==> config.mk <==
export PLATFORM = sky130hd
export DESIGN_NAME = psrc_top
export DESIGN_NICKNAME = d
export VERILOG_FILES = /design/src/rtl/psrc_pkg.sv /design/src/rtl/psrc_top.sv
export SDC_FILE = /design/constraint.sdc
export NUM_CORES = 1
export LEC_CHECK = 0
export BUFFER_PORTS_ARGS = -buffer_cell sky130_fd_sc_hd__buf_2
export CORE_UTILIZATION = 35
export CTS_BUF_LIST = sky130_fd_sc_hd__clkbuf_8
export DETAILED_ROUTE_END_ITERATION = 10
export PLACE_DENSITY = 0.83
export SLEW_MARGIN = 25
export SYNTH_ARGS = -nofsm -noshare
export SYNTH_HDL_FRONTEND = slang
export SYNTH_SLANG_ARGS = --single-unit
==> constraint.sdc <==
create_clock -name SYS_CLK -period 2.7 [get_ports SYS_CLK]
set_clock_uncertainty 0.2 [all_clocks]
set_input_delay 0.54 -clock SYS_CLK [delete_from_list [all_inputs] [get_ports SYS_CLK]]
set_output_delay 0.54 -clock SYS_CLK [all_outputs]
set_load 0.02 [all_outputs]
==> src/rtl/psrc_pkg.sv <==
/*
  Package for the peripheral soft reset controller: register offsets, field
  positions, writable-bit masks and reset values.
  Assumes a 32-bit APB slave with byte addresses and one word per register.
*/
package psrc_pkg;

  // ---------------------------------------------------------------------
  // Register map
  // ---------------------------------------------------------------------
  localparam logic [11:0] OFS_SOFT_RESET_A = 12'h040;
  localparam logic [11:0] OFS_SOFT_RESET_B = 12'h044;
  localparam logic [31:0] RST_SOFT_RESET   = 32'h0000_0000;

  // ---------------------------------------------------------------------
  // Field positions, register A
  // ---------------------------------------------------------------------
  localparam int BIT_CAN_ZERO  = 24;
  localparam int BIT_CONV_ZERO = 16;
  localparam int BIT_HIBERNATE = 6;
  localparam int BIT_WDOG      = 3;

  // ---------------------------------------------------------------------
  // Field positions, register B
  // ---------------------------------------------------------------------
  localparam int BIT_CMP_TWO   = 26;
  localparam int BIT_CMP_ONE   = 25;
  localparam int BIT_CMP_ZERO  = 24;
  localparam int BIT_TMR_THREE = 19;
  localparam int BIT_TMR_TWO   = 18;
  localparam int BIT_TMR_ONE   = 17;
  localparam int BIT_TMR_ZERO  = 16;
  localparam int BIT_TWI_ZERO  = 12;
  localparam int BIT_SSP_ZERO  = 4;
  localparam int BIT_ASY_ONE   = 1;
  localparam int BIT_ASY_ZERO  = 0;

  // Implemented (read/write) bits; every other bit reads as zero.
  localparam logic [31:0] IMPL_MASK_A = 32'h0101_0048;
  localparam logic [31:0] IMPL_MASK_B = 32'h070f_1013;

endpackage : psrc_pkg

==> src/rtl/psrc_top.sv <==
/*
  Peripheral soft reset controller: two APB registers whose bits hold
  on-chip peripherals in reset. Writes are masked by capability inputs.
  Assumes APB3 master on SYS_CLK and capability masks that are static or
  change only from the same clock domain.
*/
// The implementer's own choice: the APB slave port.
`timescale 1ns/1ps

// Function
// RL1 - Register A writes masked by capability A
// RL2 - Register B writes masked by capability B
// RL3 - Both registers reset to all zeros
// RL4 - Bit 24 of A resets CAN zero
// RL5 - Bit 16 of A resets converter zero
// RL6 - Bit 6 of A resets hibernation unit
// RL7 - Bit 3 of A resets watchdog
// RL8 - B bits 26..24 reset comparators two..zero
// RL9 - B bits 19..16 reset timers three..zero
// RL10 - Bit 12 of B resets two-wire bus
// RL11 - Bit 4 of B resets sync serial
// RL12 - B bits 1,0 reset async serial one,zero
// RL13 - Unassigned bits read-only, read zero
// RL14 - Bit high holds peripheral in reset
// RL15 - Absent unit bit ignores writes, stays zero; code keeps a bit set before capability cleared
module psrc_top (
  input  wire logic        SYS_CLK,
  input  wire logic        RST_N,
  input  wire logic        PSEL,
  input  wire logic        PENABLE,
  input  wire logic        PWRITE,
  input  wire logic [11:0] PADDR,
  input  wire logic [31:0] PWDATA,
  output logic      [31:0] PRDATA,
  output logic             PREADY,
  output logic             PSLVERR,
  input  wire logic [31:0] CAPABILITY_MASK_A,
  input  wire logic [31:0] CAPABILITY_MASK_B,
  output logic             CAN_CTRL_ZERO_RESET,
  output logic             CONV_ZERO_RESET,
  output logic             HIBERNATION_UNIT_RESET,
  output logic             WATCHDOG_UNIT_RESET,
  output logic             COMPARATOR_ZERO_RESET,
  output logic             COMPARATOR_ONE_RESET,
  output logic             COMPARATOR_TWO_RESET,
  output logic             GP_TIMER_ZERO_RESET,
  output logic             GP_TIMER_ONE_RESET,
  output logic             GP_TIMER_TWO_RESET,
  output logic             GP_TIMER_THREE_RESET,
  output logic             TWO_WIRE_BUS_ZERO_RESET,
  output logic             SYNC_SERIAL_ZERO_RESET,
  output logic             ASYNC_SERIAL_ZERO_RESET,
  output logic             ASYNC_SERIAL_ONE_RESET
);

  // -----------------------------------------------------------------------
  // Bus decode
  // -----------------------------------------------------------------------
  logic        acc;
  logic        hit_a;
  logic        hit_b;
  logic [31:0] soft_reset_a_ff;
  logic [31:0] soft_reset_b_ff;
  logic [31:0] nxt_soft_reset_a;
  logic [31:0] nxt_soft_reset_b;
  logic [31:0] wmask_a;
  logic [31:0] wmask_b;

  assign acc   = PSEL && PENABLE;
  assign hit_a = (PADDR == psrc_pkg::OFS_SOFT_RESET_A);
  assign hit_b = (PADDR == psrc_pkg::OFS_SOFT_RESET_B);

  // Zero wait states; an unmapped address answers with an error.
  assign PREADY  = 1'b1;
  assign PSLVERR = acc && !(hit_a || hit_b);

  // -----------------------------------------------------------------------
  // Register write path
  // -----------------------------------------------------------------------
  // Only bits that exist in the map and whose unit is present may change.
  assign wmask_a = psrc_pkg::IMPL_MASK_A & CAPABILITY_MASK_A; // see RL1 see RL13 see RL15
  assign wmask_b = psrc_pkg::IMPL_MASK_B & CAPABILITY_MASK_B; // see RL2 see RL13 see RL15

  always_comb begin
    nxt_soft_reset_a = soft_reset_a_ff;
    nxt_soft_reset_b = soft_reset_b_ff;
    if (acc && PWRITE && hit_a) begin
      nxt_soft_reset_a = (soft_reset_a_ff & ~wmask_a) | (PWDATA & wmask_a); // see RL1
    end
    if (acc && PWRITE && hit_b) begin
      nxt_soft_reset_b = (soft_reset_b_ff & ~wmask_b) | (PWDATA & wmask_b); // see RL2
    end
  end

  always_ff @(posedge SYS_CLK or negedge RST_N) begin
    if (!RST_N) begin
      soft_reset_a_ff <= psrc_pkg::RST_SOFT_RESET; // see RL3
    end else begin
      soft_reset_a_ff <= nxt_soft_reset_a;
    end
  end

  always_ff @(posedge SYS_CLK or negedge RST_N) begin
    if (!RST_N) begin
      soft_reset_b_ff <= psrc_pkg::RST_SOFT_RESET; // see RL3
    end else begin
      soft_reset_b_ff <= nxt_soft_reset_b;
    end
  end

  // -----------------------------------------------------------------------
  // Read path
  // -----------------------------------------------------------------------
  // Read data is registered so it comes from a flip-flop; it is loaded in
  // the setup cycle and stands through the access phase.
  always_ff @(posedge SYS_CLK or negedge RST_N) begin
    if (!RST_N) begin
      PRDATA <= 32'h0000_0000;
    end else if (PSEL && !PENABLE && !PWRITE) begin
      if (hit_a) begin
        PRDATA <= soft_reset_a_ff; // see RL13
      end else if (hit_b) begin
        PRDATA <= soft_reset_b_ff; // see RL13
      end else begin
        PRDATA <= 32'h0000_0000;
      end
    end
  end

  // -----------------------------------------------------------------------
  // Peripheral reset outputs
  // -----------------------------------------------------------------------
  // A set bit holds its unit in reset until software clears it.
  assign CAN_CTRL_ZERO_RESET     = soft_reset_a_ff[psrc_pkg::BIT_CAN_ZERO];  // see RL4 see RL14
  assign CONV_ZERO_RESET         = soft_reset_a_ff[psrc_pkg::BIT_CONV_ZERO]; // see RL5 see RL14
  assign HIBERNATION_UNIT_RESET  = soft_reset_a_ff[psrc_pkg::BIT_HIBERNATE]; // see RL6 see RL14
  assign WATCHDOG_UNIT_RESET     = soft_reset_a_ff[psrc_pkg::BIT_WDOG];      // see RL7 see RL14
  assign COMPARATOR_TWO_RESET    = soft_reset_b_ff[psrc_pkg::BIT_CMP_TWO];   // see RL8
  assign COMPARATOR_ONE_RESET    = soft_reset_b_ff[psrc_pkg::BIT_CMP_ONE];   // see RL8
  assign COMPARATOR_ZERO_RESET   = soft_reset_b_ff[psrc_pkg::BIT_CMP_ZERO];  // see RL8
  assign GP_TIMER_THREE_RESET    = soft_reset_b_ff[psrc_pkg::BIT_TMR_THREE]; // see RL9
  assign GP_TIMER_TWO_RESET      = soft_reset_b_ff[psrc_pkg::BIT_TMR_TWO];   // see RL9
  assign GP_TIMER_ONE_RESET      = soft_reset_b_ff[psrc_pkg::BIT_TMR_ONE];   // see RL9
  assign GP_TIMER_ZERO_RESET     = soft_reset_b_ff[psrc_pkg::BIT_TMR_ZERO];  // see RL9
  assign TWO_WIRE_BUS_ZERO_RESET = soft_reset_b_ff[psrc_pkg::BIT_TWI_ZERO];  // see RL10
  assign SYNC_SERIAL_ZERO_RESET  = soft_reset_b_ff[psrc_pkg::BIT_SSP_ZERO];  // see RL11
  assign ASYNC_SERIAL_ONE_RESET  = soft_reset_b_ff[psrc_pkg::BIT_ASY_ONE];   // see RL12
  assign ASYNC_SERIAL_ZERO_RESET = soft_reset_b_ff[psrc_pkg::BIT_ASY_ZERO];  // see RL12

  // -----------------------------------------------------------------------
  // Assertions
  // -----------------------------------------------------------------------
  property p_write_a_masked;
    @(posedge SYS_CLK) disable iff (!RST_N)
      (acc && PWRITE && hit_a) |=>
        ((soft_reset_a_ff ^ $past(soft_reset_a_ff)) & ~$past(wmask_a)) == 32'h0000_0000;
  endproperty
  a_write_a_masked: assert property (p_write_a_masked) // see RL1
    else $error("Register A changed a bit outside the capability mask.");

  property p_write_b_masked;
    @(posedge SYS_CLK) disable iff (!RST_N)
      (acc && PWRITE && hit_b) |=>
        (soft_reset_b_ff & $past(wmask_b)) == ($past(PWDATA) & $past(wmask_b));
  endproperty
  a_write_b_masked: assert property (p_write_b_masked) // see RL2
    else $error("Register B did not take the masked write data.");

  property p_write_a_takes;
    @(posedge SYS_CLK) disable iff (!RST_N)
      (acc && PWRITE && hit_a) |=>
        (soft_reset_a_ff & $past(wmask_a)) == ($past(PWDATA) & $past(wmask_a));
  endproperty
  a_write_a_takes: assert property (p_write_a_takes) // see RL1
    else $error("Register A did not take the masked write data.");

  property p_reserved_zero;
    @(posedge SYS_CLK) disable iff (!RST_N)
      ((soft_reset_a_ff & ~psrc_pkg::IMPL_MASK_A) == 32'h0000_0000) &&
      ((soft_reset_b_ff & ~psrc_pkg::IMPL_MASK_B) == 32'h0000_0000);
  endproperty
  a_reserved_zero: assert property (p_reserved_zero) // see RL13
    else $error("A reserved bit became nonzero.");

  property p_no_spurious_change;
    @(posedge SYS_CLK) disable iff (!RST_N)
      !(acc && PWRITE) |=> $stable(soft_reset_a_ff) && $stable(soft_reset_b_ff);
  endproperty
  a_no_spurious_change: assert property (p_no_spurious_change) // see RL15
    else $error("A reset register changed without a write.");

  property p_read_b;
    @(posedge SYS_CLK) disable iff (!RST_N)
      (PSEL && !PENABLE && !PWRITE && hit_b) |=> (PRDATA == $past(soft_reset_b_ff));
  endproperty
  a_read_b: assert property (p_read_b) // see RL13
    else $error("Read data does not match register B.");

  property p_hib_out;
    @(posedge SYS_CLK) disable iff (!RST_N)
      (acc && PWRITE && hit_a && PWDATA[psrc_pkg::BIT_HIBERNATE] &&
       wmask_a[psrc_pkg::BIT_HIBERNATE])
        |=> HIBERNATION_UNIT_RESET;
  endproperty
  a_hib_out: assert property (p_hib_out) // see RL6
    else $error("Hibernation reset did not follow the written bit.");

  property p_timer_out;
    @(posedge SYS_CLK) disable iff (!RST_N)
      (acc && PWRITE && hit_b && wmask_b[psrc_pkg::BIT_TMR_THREE] &&
       !PWDATA[psrc_pkg::BIT_TMR_THREE]) |=> !GP_TIMER_THREE_RESET;
  endproperty
  a_timer_out: assert property (p_timer_out) // see RL14
    else $error("Timer three reset not released after a clearing write.");

  property p_reset_zero;
    @(posedge SYS_CLK) $rose(RST_N) |-> (soft_reset_a_ff == psrc_pkg::RST_SOFT_RESET) &&
      (soft_reset_b_ff == psrc_pkg::RST_SOFT_RESET);
  endproperty
  a_reset_zero: assert property (p_reset_zero) // see RL3
    else $error("Registers not zero after reset.");

  // A present unit's reset pin follows the bit last written to it.
  // Multi-bit fields are checked only when every unit of the field is present.
  property p_can_out;
    @(posedge SYS_CLK) disable iff (!RST_N)
      (acc && PWRITE && hit_a && wmask_a[psrc_pkg::BIT_CAN_ZERO])
        |=> (CAN_CTRL_ZERO_RESET == $past(PWDATA[psrc_pkg::BIT_CAN_ZERO]));
  endproperty
  a_can_out: assert property (p_can_out) // see RL4
    else $error("CAN reset output did not follow the written bit.");

  property p_conv_out;
    @(posedge SYS_CLK) disable iff (!RST_N)
      (acc && PWRITE && hit_a && wmask_a[psrc_pkg::BIT_CONV_ZERO])
        |=> (CONV_ZERO_RESET == $past(PWDATA[psrc_pkg::BIT_CONV_ZERO]));
  endproperty
  a_conv_out: assert property (p_conv_out) // see RL5
    else $error("Converter reset output did not follow the written bit.");

  property p_wdog_out;
    @(posedge SYS_CLK) disable iff (!RST_N)
      (acc && PWRITE && hit_a && wmask_a[psrc_pkg::BIT_WDOG])
        |=> (WATCHDOG_UNIT_RESET == $past(PWDATA[psrc_pkg::BIT_WDOG]));
  endproperty
  a_wdog_out: assert property (p_wdog_out) // see RL7
    else $error("Watchdog reset output did not follow the written bit.");

  property p_cmp_out;
    @(posedge SYS_CLK) disable iff (!RST_N)
      (acc && PWRITE && hit_b &&
       (wmask_b[psrc_pkg::BIT_CMP_TWO:psrc_pkg::BIT_CMP_ZERO] == 3'h7))
        |=> ({COMPARATOR_TWO_RESET, COMPARATOR_ONE_RESET, COMPARATOR_ZERO_RESET} ==
             $past(PWDATA[psrc_pkg::BIT_CMP_TWO:psrc_pkg::BIT_CMP_ZERO]));
  endproperty
  a_cmp_out: assert property (p_cmp_out) // see RL8
    else $error("Comparator reset outputs did not follow the written bits.");

  property p_tmr_out;
    @(posedge SYS_CLK) disable iff (!RST_N)
      (acc && PWRITE && hit_b &&
       (wmask_b[psrc_pkg::BIT_TMR_THREE:psrc_pkg::BIT_TMR_ZERO] == 4'hf))
        |=> ({GP_TIMER_THREE_RESET, GP_TIMER_TWO_RESET,
              GP_TIMER_ONE_RESET, GP_TIMER_ZERO_RESET} ==
             $past(PWDATA[psrc_pkg::BIT_TMR_THREE:psrc_pkg::BIT_TMR_ZERO]));
  endproperty
  a_tmr_out: assert property (p_tmr_out) // see RL9
    else $error("Timer reset outputs did not follow the written bits.");

  property p_twi_out;
    @(posedge SYS_CLK) disable iff (!RST_N)
      (acc && PWRITE && hit_b && wmask_b[psrc_pkg::BIT_TWI_ZERO])
        |=> (TWO_WIRE_BUS_ZERO_RESET == $past(PWDATA[psrc_pkg::BIT_TWI_ZERO]));
  endproperty
  a_twi_out: assert property (p_twi_out) // see RL10
    else $error("Two-wire bus reset output did not follow the written bit.");

  property p_ssp_out;
    @(posedge SYS_CLK) disable iff (!RST_N)
      (acc && PWRITE && hit_b && wmask_b[psrc_pkg::BIT_SSP_ZERO])
        |=> (SYNC_SERIAL_ZERO_RESET == $past(PWDATA[psrc_pkg::BIT_SSP_ZERO]));
  endproperty
  a_ssp_out: assert property (p_ssp_out) // see RL11
    else $error("Sync serial reset output did not follow the written bit.");

  property p_asy_out;
    @(posedge SYS_CLK) disable iff (!RST_N)
      (acc && PWRITE && hit_b &&
       (wmask_b[psrc_pkg::BIT_ASY_ONE:psrc_pkg::BIT_ASY_ZERO] == 2'h3))
        |=> ({ASYNC_SERIAL_ONE_RESET, ASYNC_SERIAL_ZERO_RESET} ==
             $past(PWDATA[psrc_pkg::BIT_ASY_ONE:psrc_pkg::BIT_ASY_ZERO]));
  endproperty
  a_asy_out: assert property (p_asy_out) // see RL12
    else $error("Async serial reset outputs did not follow the written bits.");

  property p_write_b_hold;
    @(posedge SYS_CLK) disable iff (!RST_N)
      (acc && PWRITE && hit_b) |=>
        ((soft_reset_b_ff ^ $past(soft_reset_b_ff)) & ~$past(wmask_b)) == 32'h0000_0000;
  endproperty
  a_write_b_hold: assert property (p_write_b_hold) // see RL2
    else $error("Register B changed a bit outside the capability mask.");

  property p_absent_hold;
    @(posedge SYS_CLK) disable iff (!RST_N)
      (acc && PWRITE) |=>
        (((soft_reset_a_ff ^ $past(soft_reset_a_ff)) & ~$past(CAPABILITY_MASK_A)) == 32'h0) &&
        (((soft_reset_b_ff ^ $past(soft_reset_b_ff)) & ~$past(CAPABILITY_MASK_B)) == 32'h0);
  endproperty
  a_absent_hold: assert property (p_absent_hold) // see RL15
    else $error("A bit of an absent unit changed on a write.");

  property p_read_a;
    @(posedge SYS_CLK) disable iff (!RST_N)
      (PSEL && !PENABLE && !PWRITE && hit_a) |=> (PRDATA == $past(soft_reset_a_ff));
  endproperty
  a_read_a: assert property (p_read_a) // see RL13
    else $error("Read data does not match register A.");

  property p_unmapped_read;
    @(posedge SYS_CLK) disable iff (!RST_N)
      (PSEL && !PENABLE && !PWRITE && !hit_a && !hit_b)
        |=> (PRDATA == 32'h0000_0000);
  endproperty
  a_unmapped_read: assert property (p_unmapped_read) // see RL13
    else $error("Read of an unmapped address returned nonzero data.");

endmodule // psrc_top

# Yosys cells after proc, flatten, opt, wreduce, memory -nomap -nowiden

Cells that the tools add are included.

Register bits: 96
Input bits: 113
Logic and storage cells: 26

Equality and inequality tests: 2
Muxes and demuxes: 2
Bitwise operators: 8
Reductions and logical operators: 11

Operators by type and width:

| cell                  | number |
|---|---|
| $and A32 B32 Y32      | 2 |
| $mux W32              | 2 |
| $or A32 B32 Y32       | 2 |
| $and A32 B25 Y32      | 1 |
| $and A32 B27 Y32      | 1 |
| $not A25 Y32          | 1 |
| $not A27 Y32          | 1 |
| $eq A12 B7 Y1 const B | 2 |
| $logic_and A1 B1 Y1   | 7 |
| $logic_not A1 Y1      | 3 |
| $logic_or A1 B1 Y1    | 1 |

# Depth between registers and ports, before layout

Depth in word-level cells: 4
Depth in mapped cells: 6
Mapped depth without buffers: 4

# Least setup slack after synthesis

OpenSTA, ideal clock, no wires.

Path type: input to output
Start: input PADDR[5]
End: output PSLVERR
Data arrival time: 1.790 ns
Slack: 0.170 ns
Stages on the path: 3
Buffers on the path: 0
Cell sequence: or4b_4 > or3_4 > and3_1

Word-level cells in the longest chain between the ends: 4
Elaborated cells between the ends (all ways): 5
Those cells by class: eq/ne (2); reduce/logical (3)

Ends and longest elaborated chain:

| what                                    | line                           | text |
|---|---|---|
| start, declared                         | psrc_top.sv:32                 | `input wire logic [11:0] PADDR,` |
| $eq A12 B7 Y1, on equally long branches | psrc_top.sv:70, psrc_top.sv:71 |  |
| $logic_or A1 B1 Y1 *                    | psrc_top.sv:75                 | `assign PSLVERR = acc && !(hit_a \|\| hit_b);` |
| $logic_not A1 Y1 *                      | psrc_top.sv:75                 |  |
| $logic_and A1 B1 Y1 *                   | psrc_top.sv:75                 |  |
| end, declared                           | psrc_top.sv:36                 | `output logic PSLVERR,` |

Mark *: on every way between the ends. The rest lies on a longest branch, timed or not.

# Worst setup path after layout

Same ends and word-level chain as after synthesis.

==> results.cfg <==
[synthesis]
synth_seq_cells = 28
syn_inst = 119
synth_compound_gate_area_share_pct = 7.75
synth_seq_area_share_pct = 48.7
synth-simple-area-share_pct = 14.7
yosysWarnings = 0
avgSynthCellArea_sq_um = 12.1
syn-cell-area_sq_mm = 0.00144
synth_fa_ha_area_share_pct = 0
synth.area.top_cells = dfrtp_1 (49%), buf_4 (10%), mux2_4 (10%)
yosys.area_share.xor_xnor_pct = 0
synth_mux_area_share_pct = 15.8
synth_top_area_cell = dfrtp_1
yosysTopAreaCellShare_pct = 48.7
synth_top_family_by_area = multiplexers
ys_types = 25

[worst_setup_path]
crit_path_max_fanout = 2
critPathMaxStageDelay_ns = 0.52
cp.arrival_ns = 1.90
worstSetupEndpointType = output port
cpMostUsedCell = buf_2
crit_required_ns = 1.96
cp_num_buf_inv = 2
startpoint_type = input port
crit_family = simple AND/OR/NAND/NOR gates
slowest_stage = or4b_4
ff2ff_setup_slack_ns = 1.62
crit_path_cell_trace = buf_2 -> or4b_4 -> or3_4 -> and3_1 -> buf_2
critPathKind = in -> out

[floorplan]
rows = 22
die_w_um = 66.1
coreArea_sq_mm = 0.00380
start_util_pct = 37.8
die_h_um = 66.1
dieArea_sq_mm = 0.00437
io_pins = 162

[detailed_routing]
via_count = 1135
drt-total-wl_um = 3040
viasPerCell = 4.58
routedWlPerCell_um = 12.3
firstDrtPassIters = 4
ant_nets = 0
drt_iter0_drc = 30
drc = 0

[timing]
fin_ws_ns = 0.0594
setup_viol = 0
whs_ns = 0.0673
relSlewSlack_pct = 58.3
tns_ns = 0
timing.final.crit_share_pct = 97.8
period_minus_slack_ns = 2.64
finalHoldViolCount = 0
rsz0062_at_grt = no
tightestPinTransition_ns = 0.625
slew_viol_final = 0
fmax_ghz = 0.379

[cells_and_area]
drive_above_1_share_pct = 55.0
seq_area_sq_um = 701
antenna_cells = 0
final_cell_mix = buf_2 (73), dfrtp_1 (28), conb_1 (20)
fin_util_pct = 50.0
area_growth_syn_to_layout_pct = 32.2
multi_input_area_sq_um = 624
layout_commonest_cell = buf_2
nets = 314
nFillCells = 357
final_area_sq_mm = 0.00190

[worst_hold_path]
worstHoldPathType = in -> async

[clocking]
clock-root-buffer = clkbuf_8
clock-sinks = 28
cts_buffers = 3
cts_resized = 0
worstSkewPairLatency_ns = 0.27
ctsHtreeMaxLevel = 1
postCtsHoldBufs = 0
cts_tree = built
clk_pin_slew_ns = 0.10
cts_buffer_depth = 2
cts_setup_buffers = 0

[placement]
io_buffer_count = 73
dp_slack_ns = 0.0582
gp_congestion = 0.707
hpwl_um = 2410
post_dp_cell_area_sq_mm = 0.00183

[pwr]
p_leak_nw = 1.10
power.density_mw_per_mm2 = 440
ir_drop_mv = 0.248

[grt]
grt_pass1_vias = 1085
grt.overflow.total = 0
grt_max_degree = 29
grt_pass1_wl_um = 4970
grtUsageTotal_pct = 15.2
antenna_found_initial = 0

[run]
maxCapViolCount = 0

[run_status]
status = finished, final reports clean
==> worst paths after layout <==
kind	from	to	depth (start not counted)
setup / recovery	PADDR[5]	PSLVERR	5
hold / removal	RST_N	PRDATA[17]	1
setup reg to reg	flip-flop	PRDATA[6]	2
hold reg to reg	PRDATA[6]	PRDATA[6]	2
max in group asynchronous	RST_N	asynchronous set/reset pin	1
min in group SYS_CLK	PWDATA[25]	flip-flop	2
==> Yosys cell counts <==
library cell / instances
or3_1: 1
or2_1: 1
buf_4: 20
mux2_2: 5
a22o_1: 9
or4b_4: 1
nand2_2: 4
or4_4: 1
o41ai_1: 2
nand4_1: 1
clkbuf_1: 2
nor3_1: 1
nor4_4: 2
dfrtp_1: 28
inv_1: 3
and3_1: 1
mux2_4: 10
nor2_1: 2
nand2_1: 12
o31ai_1: 2
conb_1: 2
nand3_1: 5
buf_6: 1
or3_4: 1
mux2i_1: 2
==> cell type report <==
| class | instances | area share, % |
|---|---|---|
| flip-flops and latches | 28 | 36.9 |
| multi-input cells | 83 | 32.9 |
| repair buffers | 82 | 22.8 |
| well taps | 48 | 3.16 |
| clock buffers | 3 | 2.17 |
| clock inverters | 1 | 1.58 |
| inverters | 3 | 0.592 |
==> kinds of logic after synthesis <==
kind of cell | Yosys count
flops | 28
mux | 17
buf+inv | 26
other cells | 2
compound gates | 13
simple gates | 33
==> per-layer routing <==
| metal | GRT usage, % | share of wire (%) |
|---|---|---|
| met1 | 19.4 | 44 |
| met4 | 5.85 | 1.3 |
| met5 | 0 | 0 |
| met2 | 25.5 | 49 |
| met3 | 2.59 | 5.9 |
==> where the power goes <==
group	internal [W]	switching, W
combinational	0.0000295	0.0000543
sequential	0.000419	0.000000118
clock	0.000199	0.000134
total	0.000647	0.000189
==> through the flow <==
stage	total power (W)	instances
global placement	0.000511	244
global route	0.000871	248
floorplan	0.000488	137
finish	0.000836	248
detailed placement	0.000512	244
CTS	0.000849	248
Note: power is estimated with default switching activity, not from simulation.
